## src/srac_map.svh

```systemverilog
`ifndef SRAC_MAP_SVH
`define SRAC_MAP_SVH
// ----------------------------------------
// register offsets (byte addresses)
// ----------------------------------------
`define SRAC_REG_CMD 8'h00
`define SRAC_REG_RESP 8'h04
`define SRAC_REG_CTRL 8'h08
`define SRAC_REG_STAT 8'h0C
`define SRAC_REG_IRQ_STAT 8'h10
`define SRAC_REG_IRQ_CLR 8'h14
`define SRAC_REG_IRQ_EN 8'h18
`define SRAC_REG_SRE 8'h1C
`define SRAC_REG_ESE 8'h20
// ----------------------------------------
// field positions
// ----------------------------------------
`define SRAC_CTRL_PULSE 0
`define SRAC_STAT_BUSY 0
`define SRAC_STAT_SRQ 1
`define SRAC_STAT_RESP 2
`define SRAC_STAT_PULSE 3
`define SRAC_STB_OLSB 0
`define SRAC_STB_CESB 2
`define SRAC_STB_MAV 4
`define SRAC_STB_ESB 5
`define SRAC_STB_MSS 6
`define SRAC_IRQ_DONE 0
`define SRAC_IRQ_CAL 1
`define SRAC_IRQ_REFUSED 2
`define SRAC_IRQ_SRQ 3
// ----------------------------------------
// reset values and timing
// ----------------------------------------
`define SRAC_RST_BYTE 8'h00
`define SRAC_RST_IRQ 4'h0
`define SRAC_CLK_NS 5
`define SRAC_SRQ_PULSE_NS 1000
`endif

```

## src/srac_pkg.sv

```systemverilog
package srac_pkg;
  typedef enum logic [3:0] {
    OP_NOP = 4'h0,
    OP_CLEAR_STATUS = 4'h1,
    OP_STB_QUERY = 4'h2,
    OP_SRE_SET = 4'h3,
    OP_SRE_QUERY = 4'h4,
    OP_ESR_QUERY = 4'h5,
    OP_ESE_SET = 4'h6,
    OP_ESE_QUERY = 4'h7,
    OP_COMM_ERR_QUERY = 4'h8,
    OP_OVERLOAD_QUERY = 4'h9,
    OP_SELF_CAL = 4'hA
  } srac_op_t;
  typedef struct packed {
    logic [7:0] data;
    logic [6:0] rsvd;
    logic bitval;
    logic [2:0] idx;
    logic has_idx;
    srac_op_t op;
  } srac_cmd_t;
  typedef enum logic [1:0] {
    CAL_IDLE = 2'b00,
    CAL_RUN = 2'b01,
    CAL_DONE = 2'b10
  } srac_cal_state_t;
endpackage : srac_pkg

```

## src/srac_cal.sv

```systemverilog
`timescale 1ns/100ps
`include "srac_map.svh"
module srac_cal import srac_pkg::*; (
  input wire logic clk_i,
  input wire logic rst_i,
  input wire logic start_i,
  input wire logic cal_ack_i,
  output logic busy_o,
  output logic run_o,
  output logic done_o
);
  srac_cal_state_t state;
  srac_cal_state_t next_state;

  always_comb begin
    next_state = state;
    case (state)
      CAL_IDLE: begin
        if (start_i) next_state = CAL_RUN;
      end
      CAL_RUN: begin
        if (cal_ack_i) next_state = CAL_DONE;
      end
      CAL_DONE: next_state = CAL_IDLE;
      default: next_state = CAL_IDLE;
    endcase
  end

  // busy covers the done cycle too, so a command cannot slip in before done is seen
  always_ff @(posedge clk_i) begin
    if (rst_i) begin
      state <= CAL_IDLE;
      busy_o <= 1'b0;
      run_o <= 1'b0;
      done_o <= 1'b0;
    end else begin
      state <= next_state;
      busy_o <= (next_state != CAL_IDLE);
      run_o <= (next_state == CAL_RUN);
      done_o <= (next_state == CAL_DONE);
    end
  end
endmodule : srac_cal

```

## src/srac_srq.sv

```systemverilog
`timescale 1ns/100ps
`include "srac_map.svh"
module srac_srq import srac_pkg::*; (
  input wire logic clk_i,
  input wire logic rst_i,
  input wire logic new_req_i,
  input wire logic clr_i,
  input wire logic pulse_mode_i,
  output logic srq_n_o
);
  // least pulse time rounds up to whole cycles
  localparam int PULSE_CYC_I = (`SRAC_SRQ_PULSE_NS + `SRAC_CLK_NS - 1) / `SRAC_CLK_NS;
  localparam logic [7:0] PULSE_CYC = PULSE_CYC_I[7:0];

  logic latched;
  logic [7:0] cnt;
  wire next_latched = ~pulse_mode_i & (new_req_i | (latched & ~clr_i)); // RULE11
  wire [7:0] next_cnt = (new_req_i & pulse_mode_i) ? PULSE_CYC :
                        (cnt != 8'h00) ? cnt - 8'h01 : 8'h00; // RULE11

  always_ff @(posedge clk_i) begin
    if (rst_i) begin
      latched <= 1'b0;
      cnt <= 8'h00;
      srq_n_o <= 1'b1;
    end else begin
      latched <= next_latched;
      cnt <= next_cnt;
      srq_n_o <= ~(next_latched | (next_cnt != 8'h00));
    end
  end
endmodule : srac_srq

```

## src/srac_top.sv

```systemverilog
// What this block does
// (RULE1) self-calibrate blocks further commands until finished
// (RULE2) host disconnects, zeroes output, checks error after; this block has no logic for it
// (RULE3) clear-status clears all three event registers
// (RULE4) status query returns whole byte or one bit
// (RULE5) full status query releases request line in latched mode; in pulse mode the pulse runs its full time
// (RULE6) indexed status query leaves request line alone
// (RULE7) request enable mask: whole or single bit
// (RULE8) standard event read clears returned bits
// (RULE9) event enable mask: whole or single bit
// (RULE10) comm error read clears returned bits
// (RULE11) request line latched, or pulsed one microsecond
// (RULE12) overload read clears returned bits
// (RULE13) enabled status bit rising raises new request
`timescale 1ns/100ps
`include "srac_map.svh"
module srac_top import srac_pkg::*; (
  input wire logic clk_i,
  input wire logic rst_i,
  input wire logic wb_cyc_i,
  input wire logic wb_stb_i,
  input wire logic wb_we_i,
  input wire logic [7:0] wb_adr_i,
  input wire logic [3:0] wb_sel_i,
  input wire logic [31:0] wb_dat_i,
  output logic [31:0] wb_dat_o,
  output logic wb_ack_o,
  input wire logic [7:0] esr_evt_i,
  input wire logic [7:0] comm_error_evt_i,
  input wire logic [7:0] overload_evt_i,
  input wire logic cal_ack_i,
  output logic cal_run_o,
  output logic srq_n_o,
  output logic irq_o
);
  // ----------------------------------------
  // state
  // ----------------------------------------
  logic [7:0] esr;
  logic [7:0] comm_error_event_reg;
  logic [7:0] overload_event_reg;
  logic [7:0] sre;
  logic [7:0] ese;
  logic [7:0] resp;
  logic resp_valid;
  logic pulse_mode;
  logic [7:0] stb_prev;
  logic [3:0] irq_stat;
  logic [3:0] irq_en;
  logic busy;
  logic cal_done;

  // ----------------------------------------
  // wishbone decode
  // ----------------------------------------
  // ack low in the request term keeps one held access from being taken twice
  wire req = wb_cyc_i & wb_stb_i & ~wb_ack_o;
  wire rd_acc = req & ~wb_we_i;
  wire wr_acc = req & wb_we_i & wb_sel_i[0];
  wire cmd_wr = wr_acc & (wb_adr_i == `SRAC_REG_CMD);
  wire ctrl_wr = wr_acc & (wb_adr_i == `SRAC_REG_CTRL);
  wire iclr_wr = wr_acc & (wb_adr_i == `SRAC_REG_IRQ_CLR);
  wire ien_wr = wr_acc & (wb_adr_i == `SRAC_REG_IRQ_EN);
  wire resp_rd = rd_acc & (wb_adr_i == `SRAC_REG_RESP);
  srac_cmd_t cmd;
  assign cmd = srac_cmd_t'(wb_dat_i[23:0]);

  // commands are refused, not queued, while calibration runs
  wire cmd_go = cmd_wr & ~busy; // RULE1
  wire cmd_refused = cmd_wr & busy; // RULE1
  wire is_cls = cmd_go & (cmd.op == OP_CLEAR_STATUS);
  wire is_stbq = cmd_go & (cmd.op == OP_STB_QUERY);
  wire is_sre_set = cmd_go & (cmd.op == OP_SRE_SET);
  wire is_sre_q = cmd_go & (cmd.op == OP_SRE_QUERY);
  wire is_esr_q = cmd_go & (cmd.op == OP_ESR_QUERY);
  wire is_ese_set = cmd_go & (cmd.op == OP_ESE_SET);
  wire is_ese_q = cmd_go & (cmd.op == OP_ESE_QUERY);
  wire is_cerr_q = cmd_go & (cmd.op == OP_COMM_ERR_QUERY);
  wire is_ovld_q = cmd_go & (cmd.op == OP_OVERLOAD_QUERY);
  wire is_cal = cmd_go & (cmd.op == OP_SELF_CAL);
  wire is_query = is_stbq | is_sre_q | is_esr_q | is_ese_q | is_cerr_q | is_ovld_q;

  wire [7:0] idx_mask = 8'h01 << cmd.idx;
  wire [7:0] sel_mask = cmd.has_idx ? idx_mask : 8'hFF;

  // ----------------------------------------
  // status byte and request detection
  // ----------------------------------------
  logic [7:0] stb_low;
  always_comb begin
    stb_low = 8'h00;
    stb_low[`SRAC_STB_OLSB] = |overload_event_reg;
    stb_low[`SRAC_STB_CESB] = |comm_error_event_reg;
    stb_low[`SRAC_STB_MAV] = resp_valid;
    stb_low[`SRAC_STB_ESB] = |(esr & ese);
  end
  wire mss = |(stb_low & sre);
  wire [7:0] stb = stb_low | ({7'h00, mss} << `SRAC_STB_MSS);
  // only a fresh rising enabled bit asks again, so a held bit cannot re-fire after a clear
  wire new_req = |(stb_low & ~stb_prev & sre); // RULE13
  wire srq_clr = is_stbq & ~cmd.has_idx; // RULE5 RULE6

  // ----------------------------------------
  // query result
  // ----------------------------------------
  wire [7:0] q_src = is_stbq ? stb :
                     is_sre_q ? sre :
                     is_esr_q ? esr :
                     is_ese_q ? ese :
                     is_cerr_q ? comm_error_event_reg : overload_event_reg;
  wire [7:0] q_result = cmd.has_idx ? {7'h00, |(q_src & idx_mask)} : q_src; // RULE4

  // ----------------------------------------
  // event registers, clear on read, set wins
  // ----------------------------------------
  wire [7:0] esr_clr = (is_cls | is_esr_q) ? (is_cls ? 8'hFF : sel_mask) : 8'h00; // RULE3 RULE8
  wire [7:0] cerr_clr = (is_cls | is_cerr_q) ? (is_cls ? 8'hFF : sel_mask) : 8'h00; // RULE3 RULE10
  wire [7:0] ovld_clr = (is_cls | is_ovld_q) ? (is_cls ? 8'hFF : sel_mask) : 8'h00; // RULE3 RULE12
  logic [7:0] next_esr;
  logic [7:0] next_comm_error_event_reg;
  logic [7:0] next_overload_event_reg;
  genvar gi;
  generate
    for (gi = 0; gi < 8; gi++) begin : g_evt
      assign next_esr[gi] = esr_evt_i[gi] | (esr[gi] & ~esr_clr[gi]); // RULE8
      assign next_comm_error_event_reg[gi] = comm_error_evt_i[gi] // RULE10
        | (comm_error_event_reg[gi] & ~cerr_clr[gi]);
      assign next_overload_event_reg[gi] = overload_evt_i[gi] // RULE12
        | (overload_event_reg[gi] & ~ovld_clr[gi]);
    end
  endgenerate

  // ----------------------------------------
  // enable masks
  // ----------------------------------------
  function automatic logic [7:0] upd_mask(input logic [7:0] cur, input srac_cmd_t c, input logic [7:0] m);
    upd_mask = c.has_idx ? ((cur & ~m) | (c.bitval ? m : 8'h00)) : c.data;
  endfunction : upd_mask
  wire [7:0] next_sre = is_sre_set ? upd_mask(sre, cmd, idx_mask) : sre; // RULE7
  wire [7:0] next_ese = is_ese_set ? upd_mask(ese, cmd, idx_mask) : ese; // RULE9
  wire next_resp_valid = is_query | (resp_valid & ~resp_rd);

  // ----------------------------------------
  // interrupts
  // ----------------------------------------
  logic [3:0] irq_evt;
  always_comb begin
    irq_evt = 4'h0;
    irq_evt[`SRAC_IRQ_DONE] = cmd_go;
    irq_evt[`SRAC_IRQ_CAL] = cal_done;
    irq_evt[`SRAC_IRQ_REFUSED] = cmd_refused;
    irq_evt[`SRAC_IRQ_SRQ] = new_req;
  end
  wire [3:0] next_irq_stat = irq_evt | (irq_stat & ~(iclr_wr ? wb_dat_i[3:0] : 4'h0));
  wire [3:0] next_irq_en = ien_wr ? wb_dat_i[3:0] : irq_en;

  // ----------------------------------------
  // read mux
  // ----------------------------------------
  wire [31:0] stat_word = {28'h0, pulse_mode, resp_valid, ~srq_n_o, busy};
  // unmapped offsets read as zero and are still answered, so a stray read cannot hang the bus
  wire [31:0] rd_data = (wb_adr_i == `SRAC_REG_RESP) ? {24'h0, resp} :
                        (wb_adr_i == `SRAC_REG_CTRL) ? {31'h0, pulse_mode} :
                        (wb_adr_i == `SRAC_REG_STAT) ? stat_word :
                        (wb_adr_i == `SRAC_REG_IRQ_STAT) ? {28'h0, irq_stat} :
                        (wb_adr_i == `SRAC_REG_IRQ_EN) ? {28'h0, irq_en} :
                        (wb_adr_i == `SRAC_REG_SRE) ? {24'h0, sre} :
                        (wb_adr_i == `SRAC_REG_ESE) ? {24'h0, ese} : 32'h0;

  // ----------------------------------------
  // registers
  // ----------------------------------------
  always_ff @(posedge clk_i) begin
    if (rst_i) begin
      wb_ack_o <= 1'b0;
      wb_dat_o <= 32'h0;
    end else begin
      wb_ack_o <= req;
      wb_dat_o <= rd_acc ? rd_data : 32'h0;
    end
  end

  always_ff @(posedge clk_i) begin
    if (rst_i) begin
      esr <= `SRAC_RST_BYTE;
      comm_error_event_reg <= `SRAC_RST_BYTE;
      overload_event_reg <= `SRAC_RST_BYTE;
      sre <= `SRAC_RST_BYTE;
      ese <= `SRAC_RST_BYTE;
      stb_prev <= `SRAC_RST_BYTE;
    end else begin
      esr <= next_esr;
      comm_error_event_reg <= next_comm_error_event_reg;
      overload_event_reg <= next_overload_event_reg;
      sre <= next_sre;
      ese <= next_ese;
      stb_prev <= stb_low;
    end
  end

  always_ff @(posedge clk_i) begin
    if (rst_i) begin
      resp <= `SRAC_RST_BYTE;
      resp_valid <= 1'b0;
      pulse_mode <= 1'b0;
      irq_stat <= `SRAC_RST_IRQ;
      irq_en <= `SRAC_RST_IRQ;
      irq_o <= 1'b0;
    end else begin
      if (is_query) resp <= q_result; // RULE4
      resp_valid <= next_resp_valid;
      if (ctrl_wr) pulse_mode <= wb_dat_i[`SRAC_CTRL_PULSE];
      irq_stat <= next_irq_stat;
      irq_en <= next_irq_en;
      irq_o <= |(next_irq_stat & next_irq_en);
    end
  end

  // ----------------------------------------
  // calibration and request line
  // ----------------------------------------
  srac_cal u_cal (
    .clk_i(clk_i),
    .rst_i(rst_i),
    .start_i(is_cal), // RULE1
    .cal_ack_i(cal_ack_i),
    .busy_o(busy),
    .run_o(cal_run_o),
    .done_o(cal_done)
  );

  srac_srq u_srq (
    .clk_i(clk_i),
    .rst_i(rst_i),
    .new_req_i(new_req),
    .clr_i(srq_clr),
    .pulse_mode_i(pulse_mode),
    .srq_n_o(srq_n_o)
  );
endmodule : srac_top

```

## config.mk

```make
export PLATFORM = sky130hd
export DESIGN_NAME = srac_top
export DESIGN_NICKNAME = d
export VERILOG_FILES = /design/src/srac_pkg.sv /design/src/srac_cal.sv /design/src/srac_srq.sv /design/src/srac_top.sv
export VERILOG_INCLUDE_DIRS = /design/src
export SDC_FILE = /design/constraint.sdc
export NUM_CORES = 1
export LEC_CHECK = 0
export BUFFER_PORTS_ARGS = -buffer_cell sky130_fd_sc_hd__buf_2
export CORE_MARGIN = 3
export CORE_UTILIZATION = 56
export CTS_BUF_LIST = sky130_fd_sc_hd__clkbuf_2
export CTS_CLUSTER_SIZE = 8
export DETAILED_ROUTE_END_ITERATION = 12
export PLACE_DENSITY = 0.83
export SLEW_MARGIN = 20
export SYNTH_ARGS = -nofsm -noshare
export SYNTH_HDL_FRONTEND = slang
export SYNTH_SLANG_ARGS = --single-unit
```

## constraint.sdc

```tcl
create_clock -name clk_i -period 3.2 [get_ports clk_i]
set_clock_uncertainty 0.2 [all_clocks]
set_input_delay 0.32 -clock clk_i [delete_from_list [all_inputs] [get_ports clk_i]]
set_output_delay 0.32 -clock clk_i [all_outputs]
set_load 0.01 [all_outputs]
```

== After elaboration in Yosys (flattened, before gate mapping) ==
Cells that the tools add are included.
Word-level totals
  bits in registers: 115
  output and inout bits: 36
  logic and storage cells: 224
Cells by class
  $add $sub $neg: 1
  eq/ne operators: 21
  shift operators: 1
  multiplexer cells: 28
  bitwise operators: 136
  reduce and logical (&&, ||, !) cells: 14
Operators with widths (number)
  $mux 8: 23
  $reduce_or 8->1: 7
  $and 1x1->1: 51
  $and 8x8->8: 5
  $or 1x1->1: 35
  $not 1->1: 34
  $eq 8x5->1 const B: 4
  $and 6x8->8: 2
  $eq 4x3->1 const B: 4
  $eq 8x4->1 const B: 2
  $not 8->8: 2
  $or 8x8->8: 2
  $reduce_bool 8->1: 2
  $eq 4x4->1 const B: 3
  $and 4x4->4: 2
  $eq 4x2->1 const B: 2
  $eq 8x3->1 const B: 1
  $eq 8x6->1 const B: 1
  $logic_not 8->1: 1
  $mux 4: 2
  $shl 1x3->8 const A: 1
  $sub 8x1->8 const B: 1
  $or 6x7->7: 1
  $eq 2x1->1 const B: 2
  10 further kinds: 11

== Longest topological paths before layout ==
  word-level depth: 15
  mapped depth: 10

== Cells and area by module ==
Synthesis repeated with hierarchy kept, for this count alone.
Unflattened totals
  cells, all modules: 585
  area total of the unflattened synthesis: 4730.8 um2
By module, submodules not included
  srac_top: times used 1, cells an instance 519, area an instance 4080.2 um2, sequential area each 1441.4 um2
  srac_srq: times used 1, cells an instance 52, area an instance 493.0 um2, sequential area each 200.2 um2
  srac_cal: times used 1, cells an instance 14, area an instance 157.7 um2, sequential area each 100.1 um2

== Worst setup path before layout ==
Ideal clock, no wire load.
  kind: input port to flip-flop
  start point: input port wb_adr_i[4]
  end point: register resp[0]
  setup time: 129 ps
  arrival time: 2481 ps
  setup slack: 390 ps
  cell stages on the path: 8
  cell sequence: nor4_2 > nand4_1 > nor3_1 > mux2i_1 > a21oi_1 > a221o_1 > a2111oi_1 > a21oi_1
On the way
  cells in the longest elaborated chain, start to end: 12
  elaborated cells on any way between the ends: 22
  classes of those cells: 6 x mux; 14 x bitwise; 2 x reduce/logical
RTL lines
  from (decl): RTL line srac_top.sv:23  | input wire logic [7:0] wb_adr_i,
  $logic_not 8->1 (no source line) *
  $and 1x1->1 *: RTL line srac_top.sv:60  | wire cmd_wr = wr_acc & (wb_adr_i == `SRAC_REG_CMD);
  $and 1x1->1 *: RTL line srac_top.sv:69  | wire cmd_go = cmd_wr & ~busy;
  $and 1x1->1: RTL line srac_top.sv:78  | wire is_cerr_q = cmd_go & (cmd.op == OP_COMM_ERR_QUERY);
  $mux 8: RTL line srac_top.sv:110  | is_cerr_q ? comm_error_event_reg : overload_event_reg;
  $mux 8: RTL line srac_top.sv:109  | is_ese_q ? ese :
  $mux 8: RTL line srac_top.sv:108  | is_esr_q ? esr :
  $mux 8: RTL line srac_top.sv:107  | is_sre_q ? sre :
  $mux 8: RTL line srac_top.sv:106  | wire [7:0] q_src = is_stbq ? stb :
  $and 8x8->8: RTL line srac_top.sv:111  | wire [7:0] q_result = cmd.has_idx ? {7'h00, |(q_src & idx_mask)} : q_src;
  $reduce_or 8->1: RTL line srac_top.sv:111
  $mux 8: RTL line srac_top.sv:111
  to (signal assigned): RTL line srac_top.sv:203  | resp <= `SRAC_RST_BYTE;
  to (signal assigned): RTL line srac_top.sv:210  | if (is_query) resp <= q_result;
  to (decl): RTL line srac_top.sv:44  | logic [7:0] resp;
Mark *: on every way between the ends. The rest lies on a longest branch, timed or not.
A chain may end at the register's enable or synchronous reset.

== Worst setup path after layout ==
  start point: input port wb_dat_i[3]
  end point: register resp[0]
On the way
  cells in the longest elaborated chain, start to end: 10
  elaborated cells on any way between the ends: 25
  classes of those cells: 6 x eq/ne; 6 x mux; 12 x bitwise; 1 x reduce/logical
RTL lines
  from (decl): RTL line srac_top.sv:25  | input wire logic [31:0] wb_dat_i,
  $eq 4x4->1: RTL line srac_top.sv:78
  $and 1x1->1: RTL line srac_top.sv:78
  $mux 8: RTL line srac_top.sv:110
  $mux 8: RTL line srac_top.sv:109
  $mux 8: RTL line srac_top.sv:108
  $mux 8: RTL line srac_top.sv:107
  $mux 8: RTL line srac_top.sv:106
  $and 8x8->8: RTL line srac_top.sv:111
  $reduce_or 8->1: RTL line srac_top.sv:111
  $mux 8: RTL line srac_top.sv:111
Parallel ways exist; a longest one is shown, timed or not.

==> metrics.txt <==
vias in the first global route=4885; drt via density=just over 6; Hold Violations, Final=0; Max FO, Critical Path=11; first-pass GRT wire length=between 20000 and 25000 um; CTS Buf Count=9; ys async rst share=0%; Die W=around 100 um; Yosys reg bits=a little under 90; # IOs=110; Synth Cell Area=about 4700 um^2; P_sw=818 uW; FF-to-FF End=resp[0]$_SDFFE_PP0P_; CP arrival=approximately 3.1 ns; CP Launch Point=wb_dat_i[3]; met1 GRT Util=between 40% and 50%; CTS H-tree lvls=3; switching share of power=about 33%; fin crit period=2.81 ns; slowest CP cell=dlygate4sd3_1; Clock Power Share=between 20% and 30%; EDFF count, synth=0; r2r setup slk=about 0.52 ns; setup TNS=0 ns; Worst-Skew Late Latency=about 0.55 ns; dominant synthesized flop cell=dfxtp_1; chip height=between 90 and 100 um; Req. time, crit path=3.45 ns; Max stage delay on crit path=0.53 ns; CP cell instances=dlygate4sd3_1 > buf_2 > or3b_1 > nor3_1 > mux2i_1 > a21oi_1 > a221o_1 > a2111oi_1 > a21oi_1; routed length per instance=~19 um; Hold Path Stages=3; Hold Crit Endpoint=wb_ack_o$_SDFF_PP0_; design area=approximately 5600 um^2; Initial Utilization=between 50% and 60%; routability congestion estimate=approximately 0.96; Nets=777; most frequent CP cell=a21oi_1; num rows=32; met3 Use GR=about 5.1%; Tcrit/Tclk final=87.7%; Leak=approximately 0.0022 uW; core area=7930 um^2; Avg Inst Size Synth=about 7.9 um^2; fin. max-slew vios=0; final WL=~15000 um; CTS sink cnt=87; Longest Clk Path Bufs=2; PostCTS Resize Cnt=0; GRT Overall Usage=between 30% and 40%; worst vdd rail ir drop=around 0.00027 V; Worst setup SP type=primary input; Seq/Total Area, Yosys=~37%; status=finished, final reports clean; post-CTS setup buffers=0; leading area contributor after synthesis=dfxtp_1; initial antenna violation count=0; Port Buffers=67; placed standard-cell area=approximately 5000 um^2; CTS Hold Bufs=38; post-route DRC violation count=0; top post-synthesis cells by area=dfxtp_1 37%, a21oi_1 6.9%, nand2_1 5.4%, nor2_1 5.2%, buf_4 3.8%; Seq pwr share=a little under 50%; area grow syn2layout=20.1%; Root Buffer=clkbuf_2; WS Path Type=primary input to flip-flop; commonest non-fill, non-tap cell in the layout=dfxtp_1; CTS tree=built; DRT iter0 DRCs=roughly 530; RSZ-0062 raised after global routing=false; PD cells=441 nW/um^2; Worst-Margin Slew=~1.1 ns; final core utilization=a little under three quarters; M2 GR Usage=52.9%; Die ar.=approximately 9500 um^2; FILL cells=646; Post-Syn Instances=~600; Yosys top cell area share=37.1%; GR peak layer=met2; HP Start=wb_cyc_i; drt first pass iters=5; clock transition at the registers of the reported paths=approximately 0.25 ns; launch point of the worst reg-to-reg path=u_cal.busy_o$_SDFF_PP0_; fraction of layout cells with a size suffix above 1=17.6%; most frequent cells in the layout=87 x dfxtp_1, 67 x nand2_1, 67 x buf_2; vias post-DR=approximately 5k; relative slew slack=slightly below 30%; GR Overflow Total=0; largest net degree at the start of global routing=40; Max-Cap Viols=0; Comb pwr share=between 20% and 30%; Synth cell types=64; yosys warns=0; r2r worst-path depth=8; post-DP HPWL=approximately 11000 um; Hold WC Path Type=primary input to flip-flop; fmax=roughly 360 MHz; Worst setup EP type=flip-flop; DRT antenna net count=0; final setup vio count=0; internal power=about 1700 uW
==> layout make-up <==
class                      count  area [um^2]  area share (%)
antenna                        1         2.50          0.0443
clock buffer                   9         45.0           0.798
clock inverter                 7          113            2.00
inverter                       7         26.3           0.466
multi-input combinational    469         2710            48.0
sequential                    87         1740            30.9
tap                          102          128            2.26
timing repair buffer         127          881            15.6
==> power groups by stage <==
stage / Sequential (uW) / Combinational [uW] / Clock [uW]
6_report: 1230 / 561 / 704
5_1_grt: 1230 / 631 / 753
4_1_cts: 1220 / 551 / 708
3_5_place_dp: 1240 / 513 / 0
3_3_place_gp: 1240 / 496 / 0
2_1_floorplan: 1230 / 408 / 0
==> routing by layer <==
layer,up-vias,share of wire [%],wire length [um]
li1,2355,-,-
met1,2297,39,5880
met2,327,47,7220
met3,55,10,1570
met4,0,3.5,540
met5,-,0,0
==> cell usage after synthesis, types with 3 or more instances <==
library cell and count:
clkbuf_1 30, nand2_1 67, mux2_2 8, and2_1 4
a22oi_1 13, nor2_1 65, nor4_1 8, xor2_1 3
and3_1 5, o21a_1 4, buf_4 24, nor2b_1 10
a21boi_0 3, or3_1 3, nand3_1 19, dfxtp_1 87
a211oi_1 18, a222oi_1 5, nand2b_1 12, nand3b_1 5
a221o_1 4, o21ai_0 25, nand4_1 9, mux2i_1 9
inv_1 7, o22a_1 3, a31oi_1 10, nor3_1 23
a21oi_1 65
==> kinds of logic after synthesis <==
logic type,after synthesis,synth area share (%)
muxes,17,3.83
buffers and inverters,65,7.16
adders and majority gates,2,0.532
other,1,0.0798
AOI/OAI and AO/OA,170,23.0
DFF,87,37.1
and+or+nand+nor,251,27.4
xor gates and xnor gates,5,0.932
==> worst max-delay path, delay by kind of cell <==
family / cells / cell delay, ns
AO/OA/AOI/OAI: 4 / 0.89
buffers and inverters: 2 / 0.76
multiplexers: 1 / 0.26
AND/OR/NAND/NOR: 2 / 0.82
==> through the flow <==
stage	cells	worst slack (ns)	hold WS, ns	total power, uW
after floorplan	621	0.390	0.224	1640
after global placement	754	0.171	0.241	1740
after detailed placement	754	0.207	0.250	1760
after CTS	808	0.456	0.00360	2480
after global routing	808	0.286	0.0235	2620
final	809	0.392	0.0369	2490
==> how the worst max path moves through the flow <==
stage,end,slack (ns),depth (start not counted)
after CTS,resp[0]$_SDFFE_PP0P_,0.46,9
after global routing,resp[0]$_SDFFE_PP0P_,0.29,9
after global placement,resp[0]$_SDFFE_PP0P_,0.17,9
final,resp[0]$_SDFFE_PP0P_,0.39,9
after detailed placement,resp[0]$_SDFFE_PP0P_,0.21,9
after floorplan,resp[0]$_SDFFE_PP0P_,0.39,8
No activity file was read; power rests on OpenSTA's default activity.
